==> src/hw/clk_gate_bank_regs.svh <==
`ifndef CLK_GATE_BANK_REGS_SVH
`define CLK_GATE_BANK_REGS_SVH

// Register byte offsets
`define HSB_GATES_OFF    12'h014
`define FAST_GATES_OFF   12'h018
`define SLOW_GATES_OFF   12'h01C

// Reset values
`define HSB_GATES_RST    32'h0000_0014
`define FAST_GATES_RST   32'h0000_0000
`define SLOW_GATES_RST   32'h0000_0000

// Writable bits, reserved bits stay at reset value
`define HSB_GATES_MASK   32'h0000_17D5
`define FAST_GATES_MASK  32'h000E_7803
`define SLOW_GATES_MASK  32'h1262_08DF

// High-speed-bus gate bit positions
`define HSB_CONV_BIT     12
`define HSB_PORT_D_BIT   10
`define HSB_PORT_C_BIT   9
`define HSB_PORT_B_BIT   8
`define HSB_PORT_A_BIT   7
`define HSB_CSUM_BIT     6
`define HSB_FLASH_BIT    4
`define HSB_SRAM_BIT     2
`define HSB_DMA_BIT      0

// Fast peripheral-bus gate bit positions
`define FAST_SPI2_BIT    19
`define FAST_ASY4_BIT    18
`define FAST_ASY3_BIT    17
`define FAST_SA1_BIT     14
`define FAST_TMR8_BIT    13
`define FAST_SPI1_BIT    12
`define FAST_TMR1_BIT    11
`define FAST_TONE_BIT    1
`define FAST_ALTF_BIT    0

// Slow peripheral-bus gate bit positions
`define SLOW_PWR_BIT     28
`define SLOW_CAN_BIT     25
`define SLOW_TW2_BIT     22
`define SLOW_TW1_BIT     21
`define SLOW_SA2_BIT     17
`define SLOW_WDG_BIT     11
`define SLOW_CMPF_BIT    7
`define SLOW_CMP_BIT     6
`define SLOW_TMR6_BIT    4
`define SLOW_TMR5_BIT    3
`define SLOW_TMR4_BIT    2
`define SLOW_TMR3_BIT    1
`define SLOW_TMR2_BIT    0

`endif

==> src/hw/clk_gate_bank_pkg.sv <==
package clk_gate_bank_pkg;

	typedef logic [31:0] word_t;
	typedef logic [11:0] addr_t;

	typedef struct packed {
		logic  psel;
		logic  penable;
		logic  pwrite;
		addr_t paddr;
		word_t pwdata;
	} apb_req_s;

	typedef struct packed {
		logic converter_iface_clk_gate;
		logic port_d_clk_gate;
		logic port_c_clk_gate;
		logic port_b_clk_gate;
		logic port_a_clk_gate;
		logic checksum_unit_clk_gate;
		logic flash_interface_clk_run;
		logic sram_iface_clk_run;
		logic dma_ctrl_clk_gate;
	} hsb_gates_s;

	typedef struct packed {
		logic serial_periph2_clk_gate;
		logic async_port4_clk_gate;
		logic async_port3_clk_gate;
		logic sync_async_port1_clk_gate;
		logic timer_eight_clk_gate;
		logic serial_periph1_clk_gate;
		logic timer_one_clk_gate;
		logic tone_gen_clk_gate;
		logic altfunc_pin_cfg_clk_gate;
	} fast_gates_s;

	typedef struct packed {
		logic power_ctrl_clk_gate;
		logic can_ctrl_clk_gate;
		logic twowire2_clk_gate;
		logic twowire1_clk_gate;
		logic sync_async_port2_clk_gate;
		logic window_watchdog_clk_gate;
		logic comparator_filter_clk_gate;
		logic comparator_clk_gate;
		logic timer_six_clk_gate;
		logic timer_five_clk_gate;
		logic timer_four_clk_gate;
		logic timer_three_clk_gate;
		logic timer_two_clk_gate;
	} slow_gates_s;

	typedef enum logic [1:0] {
		ST_IDLE = 2'b01,
		ST_RESP = 2'b10
	} apb_state_e;

endpackage : clk_gate_bank_pkg

==> src/hw/peripheral_clock_gate_bank.sv <==
// Local design decision: register access over APB.
`timescale 1ns/10ps
`include "clk_gate_bank_regs.svh"

module peripheral_clock_gate_bank
	import clk_gate_bank_pkg::*;
(
	input  wire logic        clk_sys,
	input  wire logic        rst,
	input  wire apb_req_s    apb_req,
	input  wire logic        sleep_mode,
	output logic             pready,
	output logic             pslverr,
	output word_t            prdata,
	output hsb_gates_s       hsb_gates,
	output fast_gates_s      fast_gates,
	output slow_gates_s      slow_gates
);

	// One-hot register select: {slow, fast, hsb}
	function automatic logic [2:0] reg_select(input addr_t a);
		reg_select = {a == `SLOW_GATES_OFF, a == `FAST_GATES_OFF, a == `HSB_GATES_OFF};
	endfunction : reg_select

	// Writable bits from the bus, reserved bits forced to reset value
	function automatic word_t masked_write(input word_t wd, input word_t mask,
			input word_t rst_val);
		masked_write = (wd & mask) | (rst_val & ~mask);
	endfunction : masked_write

	apb_state_e  state_reg;
	apb_state_e  state_next;
	word_t       hsb_reg;
	word_t       hsb_next;
	word_t       fast_reg;
	word_t       fast_next;
	word_t       slow_reg;
	word_t       slow_next;
	logic        pready_next;
	logic        pslverr_next;
	word_t       prdata_next;
	hsb_gates_s  hsb_gates_next;
	fast_gates_s fast_gates_next;
	slow_gates_s slow_gates_next;
	logic [2:0]  sel;
	logic        access;
	logic        commit;

	assign sel    = reg_select(apb_req.paddr);
	assign access = apb_req.psel && apb_req.penable;
	assign commit = access && (state_reg == ST_RESP);

	// Bus slave: one wait cycle, then pready for one cycle
	always_comb begin
		state_next   = state_reg;
		pready_next  = 1'b0;
		pslverr_next = 1'b0;
		prdata_next  = prdata;
		unique case (state_reg)
			ST_IDLE: begin
				if (access) begin
					state_next   = ST_RESP;
					pready_next  = 1'b1;
					pslverr_next = (sel == 3'b000);
					prdata_next  = (apb_req.pwrite) ? prdata :
						(({32{sel[0]}} & hsb_reg) |
						 ({32{sel[1]}} & fast_reg) |
						 ({32{sel[2]}} & slow_reg));
				end
			end
			ST_RESP: begin
				state_next = ST_IDLE;
			end
		endcase
	end

	// Write lands at the completing edge; reserved bits kept at reset value
	always_comb begin
		hsb_next  = hsb_reg;
		fast_next = fast_reg;
		slow_next = slow_reg;
		if (commit && apb_req.pwrite) begin
			if (sel[0]) begin
				hsb_next = masked_write(apb_req.pwdata, `HSB_GATES_MASK,
					`HSB_GATES_RST);
			end
			if (sel[1]) begin
				fast_next = masked_write(apb_req.pwdata, `FAST_GATES_MASK,
					`FAST_GATES_RST);
			end
			if (sel[2]) begin
				slow_next = masked_write(apb_req.pwdata, `SLOW_GATES_MASK,
					`SLOW_GATES_RST);
			end
		end
	end

	// High-speed-bus gate enables, from next register values
	always_comb begin
		hsb_gates_next.converter_iface_clk_gate = hsb_next[`HSB_CONV_BIT];
		hsb_gates_next.port_d_clk_gate          = hsb_next[`HSB_PORT_D_BIT];
		hsb_gates_next.port_c_clk_gate          = hsb_next[`HSB_PORT_C_BIT];
		hsb_gates_next.port_b_clk_gate          = hsb_next[`HSB_PORT_B_BIT];
		hsb_gates_next.port_a_clk_gate          = hsb_next[`HSB_PORT_A_BIT];
		hsb_gates_next.checksum_unit_clk_gate   = hsb_next[`HSB_CSUM_BIT];
		hsb_gates_next.flash_interface_clk_run  =
			!sleep_mode || hsb_next[`HSB_FLASH_BIT];
		hsb_gates_next.sram_iface_clk_run       =
			!sleep_mode || hsb_next[`HSB_SRAM_BIT];
		hsb_gates_next.dma_ctrl_clk_gate        = hsb_next[`HSB_DMA_BIT];
	end

	// Fast peripheral-bus gate enables
	always_comb begin
		fast_gates_next.serial_periph2_clk_gate   = fast_next[`FAST_SPI2_BIT];
		fast_gates_next.serial_periph1_clk_gate   = fast_next[`FAST_SPI1_BIT];
		fast_gates_next.async_port4_clk_gate      = fast_next[`FAST_ASY4_BIT];
		fast_gates_next.async_port3_clk_gate      = fast_next[`FAST_ASY3_BIT];
		fast_gates_next.sync_async_port1_clk_gate = fast_next[`FAST_SA1_BIT];
		fast_gates_next.timer_eight_clk_gate      = fast_next[`FAST_TMR8_BIT];
		fast_gates_next.timer_one_clk_gate        = fast_next[`FAST_TMR1_BIT];
		fast_gates_next.tone_gen_clk_gate         = fast_next[`FAST_TONE_BIT];
		fast_gates_next.altfunc_pin_cfg_clk_gate  = fast_next[`FAST_ALTF_BIT];
	end

	// Slow peripheral-bus gate enables
	always_comb begin
		slow_gates_next.power_ctrl_clk_gate        = slow_next[`SLOW_PWR_BIT];
		slow_gates_next.can_ctrl_clk_gate          = slow_next[`SLOW_CAN_BIT];
		slow_gates_next.twowire2_clk_gate          = slow_next[`SLOW_TW2_BIT];
		slow_gates_next.twowire1_clk_gate          = slow_next[`SLOW_TW1_BIT];
		slow_gates_next.sync_async_port2_clk_gate  = slow_next[`SLOW_SA2_BIT];
		slow_gates_next.window_watchdog_clk_gate   = slow_next[`SLOW_WDG_BIT];
		slow_gates_next.comparator_filter_clk_gate = slow_next[`SLOW_CMPF_BIT];
		slow_gates_next.comparator_clk_gate        = slow_next[`SLOW_CMP_BIT];
		slow_gates_next.timer_six_clk_gate         = slow_next[`SLOW_TMR6_BIT];
		slow_gates_next.timer_five_clk_gate        = slow_next[`SLOW_TMR5_BIT];
		slow_gates_next.timer_four_clk_gate        = slow_next[`SLOW_TMR4_BIT];
		slow_gates_next.timer_three_clk_gate       = slow_next[`SLOW_TMR3_BIT];
		slow_gates_next.timer_two_clk_gate         = slow_next[`SLOW_TMR2_BIT];
	end

	// Bus answer registers
	always_ff @(posedge clk_sys) begin
		if (rst) begin
			state_reg <= ST_IDLE;
			pready    <= 1'b0;
			pslverr   <= 1'b0;
			prdata    <= 32'h0000_0000;
		end else begin
			state_reg <= state_next;
			pready    <= pready_next;
			pslverr   <= pslverr_next;
			prdata    <= prdata_next;
		end
	end

	// Gate registers
	always_ff @(posedge clk_sys) begin
		if (rst) begin
			hsb_reg  <= `HSB_GATES_RST;
			fast_reg <= `FAST_GATES_RST;
			slow_reg <= `SLOW_GATES_RST;
		end else begin
			hsb_reg  <= hsb_next;
			fast_reg <= fast_next;
			slow_reg <= slow_next;
		end
	end

	// Enables change only just after a rising edge, for a low-phase latch gate
	always_ff @(posedge clk_sys) begin
		if (rst) begin
			hsb_gates  <= '0;
			fast_gates <= '0;
			slow_gates <= '0;
		end else begin
			hsb_gates  <= hsb_gates_next;
			fast_gates <= fast_gates_next;
			slow_gates <= slow_gates_next;
		end
	end
endmodule : peripheral_clock_gate_bank

==> config.mk <==
export PLATFORM = sky130hd
export DESIGN_NAME = peripheral_clock_gate_bank
export DESIGN_NICKNAME = d
export VERILOG_FILES = /design/src/hw/clk_gate_bank_pkg.sv /design/src/hw/peripheral_clock_gate_bank.sv
export VERILOG_INCLUDE_DIRS = /design/src /design/src/hw
export SDC_FILE = /design/constraint.sdc
export NUM_CORES = 1
export LEC_CHECK = 0
export ABC_AREA = 1
export BUFFER_PORTS_ARGS = -buffer_cell sky130_fd_sc_hd__buf_2
export CORE_MARGIN = 3
export CORE_UTILIZATION = 45
export DETAILED_ROUTE_END_ITERATION = 6
export PLACE_DENSITY = 0.85
export SYNTH_ARGS = -nofsm -noshare
export SYNTH_HDL_FRONTEND = slang
export SYNTH_SLANG_ARGS = --single-unit
==> constraint.sdc <==
create_clock -name clk_sys -period 1.28 [get_ports clk_sys]
set_input_delay 0.064 -clock clk_sys [delete_from_list [all_inputs] [get_ports clk_sys]]
set_output_delay 0.064 -clock clk_sys [all_outputs]
set_load 0.005 [all_outputs]
# Word-level counts from Yosys, hierarchy flattened
# Cells that the tools add are included.
# Widths: inputs -> output; s select.
# totals
output_inout_bits	65
reg_bits	98
latch_bits	0
elab_cells	71
n_memories	0
mem_bits_ro	0
inputBits	50
ram_bits	0
# op_classes
div_mod_pow	0
muxes	9
add_sub_neg	0
eq_ne	6
mul	0
reduce_logical	10
n_shift	0
n_bitwise	8
magnitude_cmp	0
# ops
op	n
$or 32x32->32	2
$mux 29	2
$mux 20	2
$eq 12x5->1 const B	3
$and 32x13->32	1
$and 32x20->32	1
$and 32x29->32	1
$mux 13	2
$pmux 2 s2	1
$logic_and 1x1->1	3
$logic_not 3->1	1
$not 1->1	3
$reduce_and 3->1	1
$reduce_or 3->1	1
$eq 2x1->1 const B	1
$eq 2x2->1 const B	1
$logic_or 1x1->1	2
$mux 2	1
$ne 2x2->1 const B	1
$reduce_or 2->1	1
$logic_not 1->1	1
$mux 1	1

# Longest topological paths before layout
# Gate-level depths: netlist of the first run.
# logic_depth
ltp_word	5
depth_mapped	10
depth_no_buf	10

# Least setup slack after synthesis of the first run
# Ideal clock, no wire load.
# synth_path
path_kind	reg-to-reg
startpoint	reg state_reg[0]
endpoint	reg slow_reg[11]
period_less_slack_ns	1.184
t_arrival_ns	1.070
slack_ns	0.096
required_time_ns	1.167
n_path_buf	1
setup_time_ns	0.113
stages_incl_launch_ff	8
cell_sequence	dfxtp_1 -> inv_1 -> nand2_1 -> nor2_4 -> nand3_4 -> buf_6 -> o21ai_1 -> nor2_1
# synth_between
elab_chain_cells	4
# synth_rtl
item	line_no	source
start, declared	peripheral_clock_gate_bank.sv:31	apb_state_e state_reg;
start signal, assigned	peripheral_clock_gate_bank.sv:151	state_reg <= state_next;
$eq 2x2->1	peripheral_clock_gate_bank.sv:51	assign commit = access && (state_reg == ST_RESP);
$logic_and 1x1->1	peripheral_clock_gate_bank.sv:51	
$logic_and 1x1->1	peripheral_clock_gate_bank.sv:82	if (commit && apb_req.pwrite) begin
$mux 29	peripheral_clock_gate_bank.sv:82	
end signal, assigned	peripheral_clock_gate_bank.sv:163	slow_reg <= `SLOW_GATES_RST;
end signal, assigned	peripheral_clock_gate_bank.sv:167	slow_reg <= slow_next;
end, declared	peripheral_clock_gate_bank.sv:37	word_t slow_reg;
# Every way passes these cells.
# A chain may end at the register's enable or synchronous reset.

# Worst setup path in the final report of the first run
# layout_path
startpoint	reg state_reg[0]
endpoint	reg hsb_reg[7]
# layout_between
elab_chain_cells	4
# layout_rtl
item	line_no	source
$eq 2x2->1	peripheral_clock_gate_bank.sv:51	
$logic_and 1x1->1	peripheral_clock_gate_bank.sv:51	
$logic_and 1x1->1	peripheral_clock_gate_bank.sv:82	
$mux 13	peripheral_clock_gate_bank.sv:82	
end signal, assigned	peripheral_clock_gate_bank.sv:161	hsb_reg <= `HSB_GATES_RST;
end signal, assigned	peripheral_clock_gate_bank.sv:165	hsb_reg <= hsb_next;
end, declared	peripheral_clock_gate_bank.sv:33	word_t hsb_reg;
# Every way passes these cells.

==> results of run 1 <==
-- cell usage after synthesis (2+ instances only) --
cell       n  area, sq um
buf_4     21          158
clkbuf_1   2         7.51
inv_1     71          267
dfxtp_1   58         1160
nand3_1   31          155
nand4_1   11         68.8
nand2_1   73          274
a21oi_1   12         60.1
buf_2      5         25.0
nand3_4    3         52.6
o21ai_0    5         25.0
nor2_4     2         22.5
o21ai_1   22          110
nor2_1    58          218
buf_6      7         78.8
-- report_power, final --
| group | switching (mW) | internal (mW) | total [mW] |
|---|---|---|---|
| Combinational | 0.187 | 0.164 | 0.351 |
| Clock | 0.720 | 1.39 | 2.11 |
| Sequential | 0.0171 | 1.84 | 1.86 |
-- area by class of cell --
class / count / share of cell area, %
multi-input cells: 237 / 30.9
inverters: 72 / 7.14
clock inverters: 5 / 2.64
repair buffers: 127 / 22.3
clock buffers: 11 / 4.00
well taps: 72 / 2.38
flip-flops and latches: 58 / 30.7
-- routing by layer --
| layer | GRT usage [%] | part of all wire [%] | vias to the layer above |
|---|---|---|---|
| met5 | 0 | 0 | - |
| met4 | 9.06 | 2.8 | 0 |
| met3 | 5.30 | 6.9 | 17 |
| met2 | 34.6 | 48 | 121 |
| met1 | 27.3 | 43 | 1271 |
| li1 | - | - | 1401 |
-- kinds of logic after synthesis --
kind of cell,count (synthesis),share of synthesized area (%)
DFF,58,42.0
other,1,0.135
AOI/OAI and AO/OA,39,7.05
buffers and inverters,108,19.6
and+or+nand+nor,185,31.2
-- worst max-delay path, cell delays in order, from the launching register on --
cell and delay, ns:
dfxtp_2 0.33, inv_2 0.06, nand2_4 0.05, nor2_4 0.11, buf_12 0.14, nand3_4 0.14
clkbuf_16 0.21, nor2_2 0.10, nor2_1 0.06
-- worst paths after layout --
kind,cells after the start,end,startpoint
worst max-delay path,8,hsb_reg[7],state_reg[0]
worst min-delay path,4,hsb_gates[2],sleep_mode
worst max register to register,8,hsb_reg[7],state_reg[0]
worst min register to register,2,prdata[3],prdata[3]
-- per-stage QoR --
step	setup TNS, ns	hold slack [ns]	cell area (sq um)
floorplan	0	0.199	2810
global placement	-0.421	0.284	3200
detailed placement	-1.06	0.298	3200
CTS	0	0.00615	3710
global route	-1.59	0.0324	3790
finish	-0.0443	0.00916	3790
-- timing repair --
item,CTS,global route
gates resized for setup,2,15
setup buffers,1,1
gates cloned,1,2
hold buffers,21,0
setup endpoints to repair,16,31
hold endpoints to repair,26,0
pin swaps,2,3
-- cell usage in the layout, fill, tap and decap left out, types with 3 or more instances in the layout --
| master | synthesis | routed |
|---|---|---|
| buf_12 | 0 | 4 |
| nand2_2 | 0 | 4 |
| a21oi_1 | 12 | 10 |
| buf_4 | 21 | 9 |
| nand3_4 | 3 | 4 |
| o21ai_0 | 5 | 5 |
| buf_2 | 5 | 92 |
| nand4_1 | 11 | 11 |
| nor2_1 | 58 | 55 |
| nand2_1 | 73 | 68 |
| inv_1 | 71 | 70 |
| bufinv_16 | 0 | 3 |
| dlygate4sd3_1 | 0 | 21 |
| o21ai_1 | 22 | 20 |
| dfxtp_1 | 58 | 56 |
| nand3_1 | 31 | 31 |
| clkbuf_8 | 0 | 11 |
| nor2_2 | 1 | 4 |
| conb_1 | 1 | 11 |
==> results.py, run 1 <==
metrics = {
    "run_status": {
        "status": "finished, violations left",
        "failed_checks": "negative setup slack",
    },
    "critical_path": {
        "reg2reg_slack_ns": -0.03,
        "cp.required_ns": 1.51,
        "setup.worst_path.class": "flip-flop to flip-flop",
        "arrival_ns": 1.54,
        "start_kind": "flip-flop",
        "endpoint_kind": "flip-flop",
        "worst-path-max-fanout": 8,
    },
    "timing": {
        "finalSetupViolations": 3,
        "hold_viol": 0,
        "slew_viol_final": 0,
        "fin_crit_ns": 1.31,
        "fmax_ghz": 0.762,
        "min_period_over_period_pct": 102,
        "worst_slack_ns": -0.0316,
        "rsz0062_at_grt": "true",
        "clock_skew_ns": 0.00749,
    },
    "yosys": {
        "yosys_warnings": 0,
        "synth-edff-count": 0,
        "synth_area_sq_um": 2770,
        "synth_seq_cells": 58,
        "async_flop_share_pct": 0,
        "synthFlopType": "dfxtp_1",
        "seq_area_frac_synth_pct": 42.0,
        "synthCells": 391,
        "synth.avg_cell_area_sq_um": 7.08,
        "synthDistinctLibCells": 25,
    },
    "placement": {
        "place_ws_ns": -0.117,
        "place.gp.congestion": 0.779,
        "portBuffers": 92,
        "dp_hpwl_mm": 4.79,
        "dp_cells": 540,
    },
    "clocking": {
        "cts_root_buf": "clkbuf_8",
        "cts_sinks": 58,
        "cts_buffers": 9,
        "cts_buffer_depth": 2,
        "clk_pin_slew_ns": 0.06,
        "insertion_delay_ns": 0.34,
        "cts_htree_levels": 3,
        "cts_tree": "done",
    },
    "final_layout": {
        "largest_reg_flops": 21,
        "seqCellArea_sq_um": 1160,
        "diodes": 0,
        "fin_cells": 582,
        "fillCellCount": 471,
        "final_core_util_pct": 65.9,
        "area_delta_synth_final_pct": 36.8,
        "fin_nets": 555,
        "multiInputGateArea_sq_um": 1170,
        "drive_gt1_share_pct": 29.4,
    },
    "global_routing": {
        "grt_antenna_before_repair": 0,
        "grt.overflow.total": 0,
        "grt_usage_pct": 21.4,
        "grt_max_degree": 38,
        "grt_pass1_wl_mm": 12.3,
        "grt_pass1_vias": 2565,
    },
    "routing": {
        "routedWlPerCell_um": 13.2,
        "drt-pass1-iter-count": 5,
        "drc": 0,
        "ant_nets": 0,
        "via_count": 2810,
        "drt_iter0_drc": 204,
        "drt-total-wl_mm": 7.68,
        "drt-vias-per-instance": 4.83,
    },
    "floorplanning": {
        "coreArea_sq_um": 5740,
        "die_y_um": 84.4,
        "die_x_um": 84.4,
        "dieArea_sq_um": 7130,
        "fp-row-count": 27,
        "ios": 115,
        "initial_core_util_pct": 48.2,
    },
    "pwr": {
        "finalPower_mw": 4.32,
        "powerDensity_nw_per_um2": 1140,
        "ir_worst_vdd_mv": 0.589,
        "power.leakage_nw": 1.94,
    },
    "worst_hold_path": {
        "holdCritPathClass": "primary input to flip-flop",
    },
    "job": {
        "maxCapViolCount": 0,
    },
}
(Power assumes the default switching activity.)
==> run 2, diff against run 1 <==
--- a/config.mk
+++ b/config.mk
@@ -8,10 +8,10 @@
 export LEC_CHECK = 0
 export ABC_AREA = 1
 export BUFFER_PORTS_ARGS = -buffer_cell sky130_fd_sc_hd__buf_2
-export CORE_MARGIN = 3
 export CORE_UTILIZATION = 45
 export DETAILED_ROUTE_END_ITERATION = 6
 export PLACE_DENSITY = 0.85
 export SYNTH_ARGS = -nofsm -noshare
 export SYNTH_HDL_FRONTEND = slang
 export SYNTH_SLANG_ARGS = --single-unit
+export TNS_END_PERCENT = 50
==> run 2 against run 1 <==
The run still ends with negative setup slack left. Count of clock-buffer cells in the layout unchanged. Flip-flop and latch count unchanged. Setup slack worse by 0.050 ns. First-iteration DRC count down 45%. Maximum frequency down 3.7%. Register-to-register slack worse by 0.05 ns. Critical endpoint is now slow_reg[0]. Worst hold slack better by 0.0074 ns.
==> results.py, run 2 (synthesized netlist as in run 1, its figures left out) <==
metrics = {
    "job": {
        "maxCapViolCount": 0,
    },
    "timing": {
        "fmax_ghz": 0.735,
        "fin_crit_ns": 1.36,
        "setup_tns_ns": -0.324,
        "worstMarginPinSlew_ns": 0.554,
        "worst_slack_ns": -0.0813,
        "whs_ns": 0.0165,
        "max-slew-margin-rel_pct": 62.8,
        "clock_skew_ns": 0.0127,
        "slew_viol_final": 0,
        "finalSetupViolations": 11,
        "hold_viol": 0,
        "min_period_over_period_pct": 106,
        "rsz0062_at_grt": "true",
    },
    "critical_path": {
        "setup.worst_path.class": "flip-flop to flip-flop",
        "start_kind": "flip-flop",
        "arrival_ns": 1.63,
        "worst-path-max-fanout": 10,
        "endpoint_kind": "flip-flop",
        "cp.required_ns": 1.55,
    },
    "placement": {
        "dp_hpwl_mm": 4.44,
        "dp_cells": 547,
        "place_ws_ns": -0.00979,
        "portBuffers": 92,
        "place_area_sq_um": 3240,
        "place.gp.congestion": 0.774,
    },
    "routing": {
        "drt-pass1-iter-count": 4,
        "drt_iter0_drc": 112,
        "top_layer": "met4",
        "ant_nets": 0,
        "routedWlPerCell_um": 13.2,
        "met2_length_mm": 3.75,
        "drt-total-wl_mm": 7.78,
        "drc": 0,
        "wl_met1_mm": 3.13,
        "drt-vias-per-instance": 4.87,
        "wl_met3_um": 608,
        "via_count": 2875,
    },
    "global_routing": {
        "grt_antenna_before_repair": 0,
        "grt_pass1_vias": 2364,
        "grt_pass1_wl_mm": 10.7,
        "grt_max_degree": 29,
        "grt_usage_pct": 21.8,
        "grt.overflow.total": 0,
    },
    "clocking": {
        "cts_tree": "done",
        "insertion_delay_ns": 0.34,
        "cts_buffers": 9,
        "cts_sinks": 58,
        "clk_pin_slew_ns": 0.07,
        "cts_buffer_depth": 2,
        "cts_htree_levels": 3,
        "cts_root_buf": "clkbuf_8",
    },
    "floorplanning": {
        "fp-row-count": 28,
        "ios": 115,
        "coreArea_sq_um": 5920,
        "dieArea_sq_um": 6470,
        "initial_core_util_pct": 46.7,
        "die_x_um": 80.4,
        "die_y_um": 80.4,
    },
    "final_layout": {
        "seqCellArea_sq_um": 1160,
        "fillCellCount": 472,
        "multiInputGateArea_sq_um": 1210,
        "fin_nets": 560,
        "largest_reg_flops": 21,
        "fin_cells": 590,
        "final_common_cell": "buf_2",
        "drive_gt1_share_pct": 31.5,
        "layout_common_cells": "buf_2, inv_1, nand2_1",
        "design_area_sq_um": 3880,
        "final_core_util_pct": 65.5,
        "area_delta_synth_final_pct": 40.2,
        "diodes": 0,
    },
    "run_status": {
        "status": "finished, violations left",
        "failed_checks": "negative setup slack",
    },
    "pwr": {
        "finalPower_mw": 4.09,
        "powerDensity_nw_per_um2": 1050,
        "power.leakage_nw": 1.99,
        "ir_worst_vdd_mv": 0.546,
    },
    "worst_hold_path": {
        "holdCritPathClass": "primary input to flip-flop",
    },
}
run 2: cell types whose count changed in the layout (fill, tap and decap cells not counted), sizes merged:
cell / delta
buf: +4
clkbuf: +2
bufinv: -1
clkinvlp: +1
nand3: -1
run 2: worst max-delay path, stage by stage (launching register included):
cell and delay (ns):
dfxtp_2 0.32, inv_2 0.06, nand2_4 0.05, nor2_4 0.12
buf_12 0.14, nand3_4 0.14, clkbuf_16 0.22, nand2_1 0.09
inv_1 0.05, nor2_1 0.11
run 2: final timing paths:
path	from	endpoint	slack, ns	cells past startpoint
worst min-delay path	sleep_mode	hsb_gates[2]	0.02	4
worst max-delay path	state_reg[0]	slow_reg[0]	-0.08	9
worst min register to register	prdata[3]	prdata[3]	0.46	2
worst max register to register	state_reg[0]	slow_reg[0]	-0.08	9
run 2: where the power goes:
part	total (mW)	internal [mW]	switching (mW)	leakage [nW]
sequential	1.85	1.84	0.0166	0.470
combinational	0.354	0.166	0.188	1.41
clock	1.88	1.14	0.739	0.109
run 2: layout make-up:
class / instances / area share, %
Multi-Input combinational cell: 236 / 31.1
Sequential cell: 58 / 30.0
Timing Repair Buffer: 133 / 23.9
Inverter: 72 / 6.97
Clock buffer: 11 / 3.64
Tap cell: 75 / 2.42
Clock inverter: 5 / 2.00
run 2: what timing repair did:
action,CTS,global route
hold endpoints to repair,27,0
endpoints found under the setup margin,13,30
setup buffers,1,1
pin swaps,1,7
hold buffers,21,0
resized for setup,0,30
cloned,1,3
run 2: layer usage:
| layer | vias to the layer above | global-route usage, % |
|---|---|---|
| met5 | - | 0 |
| met3 | 30 | 5.91 |
| met1 | 1282 | 26.9 |
| met2 | 151 | 34.6 |
| li1 | 1412 | - |
| met4 | 0 | 11.1 |
==> run 3, diff against run 2 <==
--- a/config.mk
+++ b/config.mk
@@ -8,8 +8,9 @@
 export LEC_CHECK = 0
 export ABC_AREA = 1
 export BUFFER_PORTS_ARGS = -buffer_cell sky130_fd_sc_hd__buf_2
-export CORE_UTILIZATION = 45
+export CORE_UTILIZATION = 43
 export DETAILED_ROUTE_END_ITERATION = 6
+export GPL_TIMING_DRIVEN = 0
 export PLACE_DENSITY = 0.85
 export SYNTH_ARGS = -nofsm -noshare
 export SYNTH_HDL_FRONTEND = slang
==> constraint.sdc (replaced) <==
create_clock -name clk_sys -period 1.1 [get_ports clk_sys]
set_input_delay 0.055 -clock clk_sys [delete_from_list [all_inputs] [get_ports clk_sys]]
set_output_delay 0.055 -clock clk_sys [all_outputs]
set_load 0.005 [all_outputs]
==> run 3 against run 2 <==
The run still ends with negative setup slack left. Routed wire length is 20% higher. Flip-flop and latch count unchanged. Via count up 8.7%. Register-to-register slack lost 0.14 ns. Critical path type unchanged. Critical endpoint is now fast_reg[17].
==> results.py, run 3 (synthesized netlist as in run 1, its figures left out) <==
metrics = {
    "global_routing": {
        "grt_usage_pct": 27.3,
        "grt.overflow.total": 0,
        "grt_antenna_before_repair": 0,
        "grt_max_degree": 11,
        "grt_pass1_wl_mm": 13.3,
        "grt_pass1_vias": 2868,
    },
    "clocking": {
        "clk_pin_slew_ns": 0.07,
        "insertion_delay_ns": 0.35,
        "cts_sinks": 58,
        "cts_buffer_depth": 2,
        "cts_htree_levels": 3,
        "cts_buffers": 9,
        "cts_root_buf": "clkbuf_8",
        "cts_tree": "done",
    },
    "critical_path": {
        "cp.required_ns": 1.34,
        "start_kind": "flip-flop",
        "worst-path-max-fanout": 5,
        "setup.worst_path.class": "flip-flop to flip-flop",
        "arrival_ns": 1.57,
        "endpoint_kind": "flip-flop",
    },
    "timing": {
        "hold_viol": 0,
        "worstMarginPinSlew_ns": 0.746,
        "finalSetupViolations": 54,
        "max-slew-margin-rel_pct": 50.2,
        "slew_viol_final": 0,
        "whs_ns": 0.0692,
        "setup_tns_ns": -7.80,
        "fin_crit_ns": 1.32,
        "min_period_over_period_pct": 120,
        "worst_slack_ns": -0.223,
        "clock_skew_ns": 0.0117,
        "fmax_ghz": 0.756,
        "rsz0062_at_grt": "true",
    },
    "final_layout": {
        "fillCellCount": 418,
        "diodes": 0,
        "layout_common_cells": "buf_2, inv_1, nand2_1",
        "area_delta_synth_final_pct": 54.2,
        "design_area_sq_um": 4270,
        "final_common_cell": "buf_2",
        "multiInputGateArea_sq_um": 1290,
        "fin_cells": 623,
        "drive_gt1_share_pct": 40.7,
        "largest_reg_flops": 21,
        "seqCellArea_sq_um": 1170,
        "fin_nets": 593,
        "final_core_util_pct": 70.4,
    },
    "placement": {
        "place.gp.congestion": 0.819,
        "place_ws_ns": -0.231,
        "dp_cells": 567,
        "dp_hpwl_mm": 5.07,
        "portBuffers": 91,
        "place_area_sq_um": 3360,
    },
    "pwr": {
        "finalPower_mw": 4.83,
        "power.leakage_nw": 2.19,
        "powerDensity_nw_per_um2": 1130,
        "ir_worst_vdd_mv": 0.822,
    },
    "floorplanning": {
        "die_x_um": 82.2,
        "die_y_um": 82.2,
        "dieArea_sq_um": 6760,
        "ios": 115,
        "coreArea_sq_um": 6060,
        "initial_core_util_pct": 45.7,
        "fp-row-count": 28,
    },
    "routing": {
        "drt-pass1-iter-count": 5,
        "drt-vias-per-instance": 5.02,
        "drt-total-wl_mm": 9.33,
        "drc": 0,
        "routedWlPerCell_um": 15.0,
        "ant_nets": 0,
        "via_count": 3125,
        "drt_iter0_drc": 221,
    },
    "worst_hold_path": {
        "holdCritPathClass": "primary input to flip-flop",
    },
    "run_status": {
        "failed_checks": "negative setup slack",
        "status": "finished, violations left",
    },
    "job": {
        "maxCapViolCount": 0,
    },
}
## run 3: changes by cell type in the layout (fill, tap and decap cells not counted), sizes merged
| cell | change |
|---|---|
| dlygate4sd3 | +1 |
| clkbuf | +3 |
| clkinvlp | -1 |
| nand3 | -1 |
| clkinv | +1 |
| bufinv | -1 |
| buf | +31 |
## run 3: timing repair
action | 4_1_cts | 5_1_grt
endpoints found under the setup margin | 54 | 54
gates cloned | 3 | 3
endpoints found under the hold margin | 30 | 0
buffers inserted | 8 | 4
hold buffers | 22 | 0
resized for setup | 25 | 51
pin swaps | 6 | 14
## run 3: cell type report
| cell class | count | area share [%] |
|---|---|---|
| plain buffers | 36 | 6.92 |
| repair buffers | 131 | 21.8 |
| inverters | 72 | 6.39 |
| multi-input cells | 235 | 30.3 |
| well taps | 75 | 2.20 |
| clock inverters | 4 | 1.14 |
| flip-flops and latches | 58 | 27.3 |
| clock buffers | 12 | 3.87 |
## run 3: layer usage
| metal | GRT usage [%] | routed length (um) | vias to the layer above |
|---|---|---|---|
| li1 | - | - | 1470 |
| met1 | 30.2 | 3520 | 1421 |
| met2 | 45.0 | 4610 | 188 |
| met3 | 6.26 | 736 | 46 |
| met4 | 21.8 | 465 | 0 |
| met5 | 0 | 0 | - |
## run 3: power by group
| part | leakage (nW) | switching (mW) | internal, mW |
|---|---|---|---|
| Combinational | 1.61 | 0.273 | 0.267 |
| Clock | 0.112 | 0.898 | 1.23 |
| Sequential | 0.470 | 0.0239 | 2.14 |
| Total | 2.19 | 1.19 | 3.63 |
## run 3: critical path: stages (launching register included)
cell	delay, ns
dfxtp_2	0.33
inv_2	0.07
nand2_4	0.05
nor2_4	0.16
buf_12	0.14
nand3_4	0.09
buf_6	0.17
o21ai_2	0.14
nor2_2	0.07
## run 3: worst paths after layout
check	endpoint	depth (start not counted)	startpoint	slack, ns
worst max-delay path	fast_reg[17]	8	state_reg[0]	-0.22
worst min register to register	prdata[28]	2	prdata[28]	0.46
worst max register to register	fast_reg[17]	8	state_reg[0]	-0.22
worst min-delay path	pready	2	rst	0.07
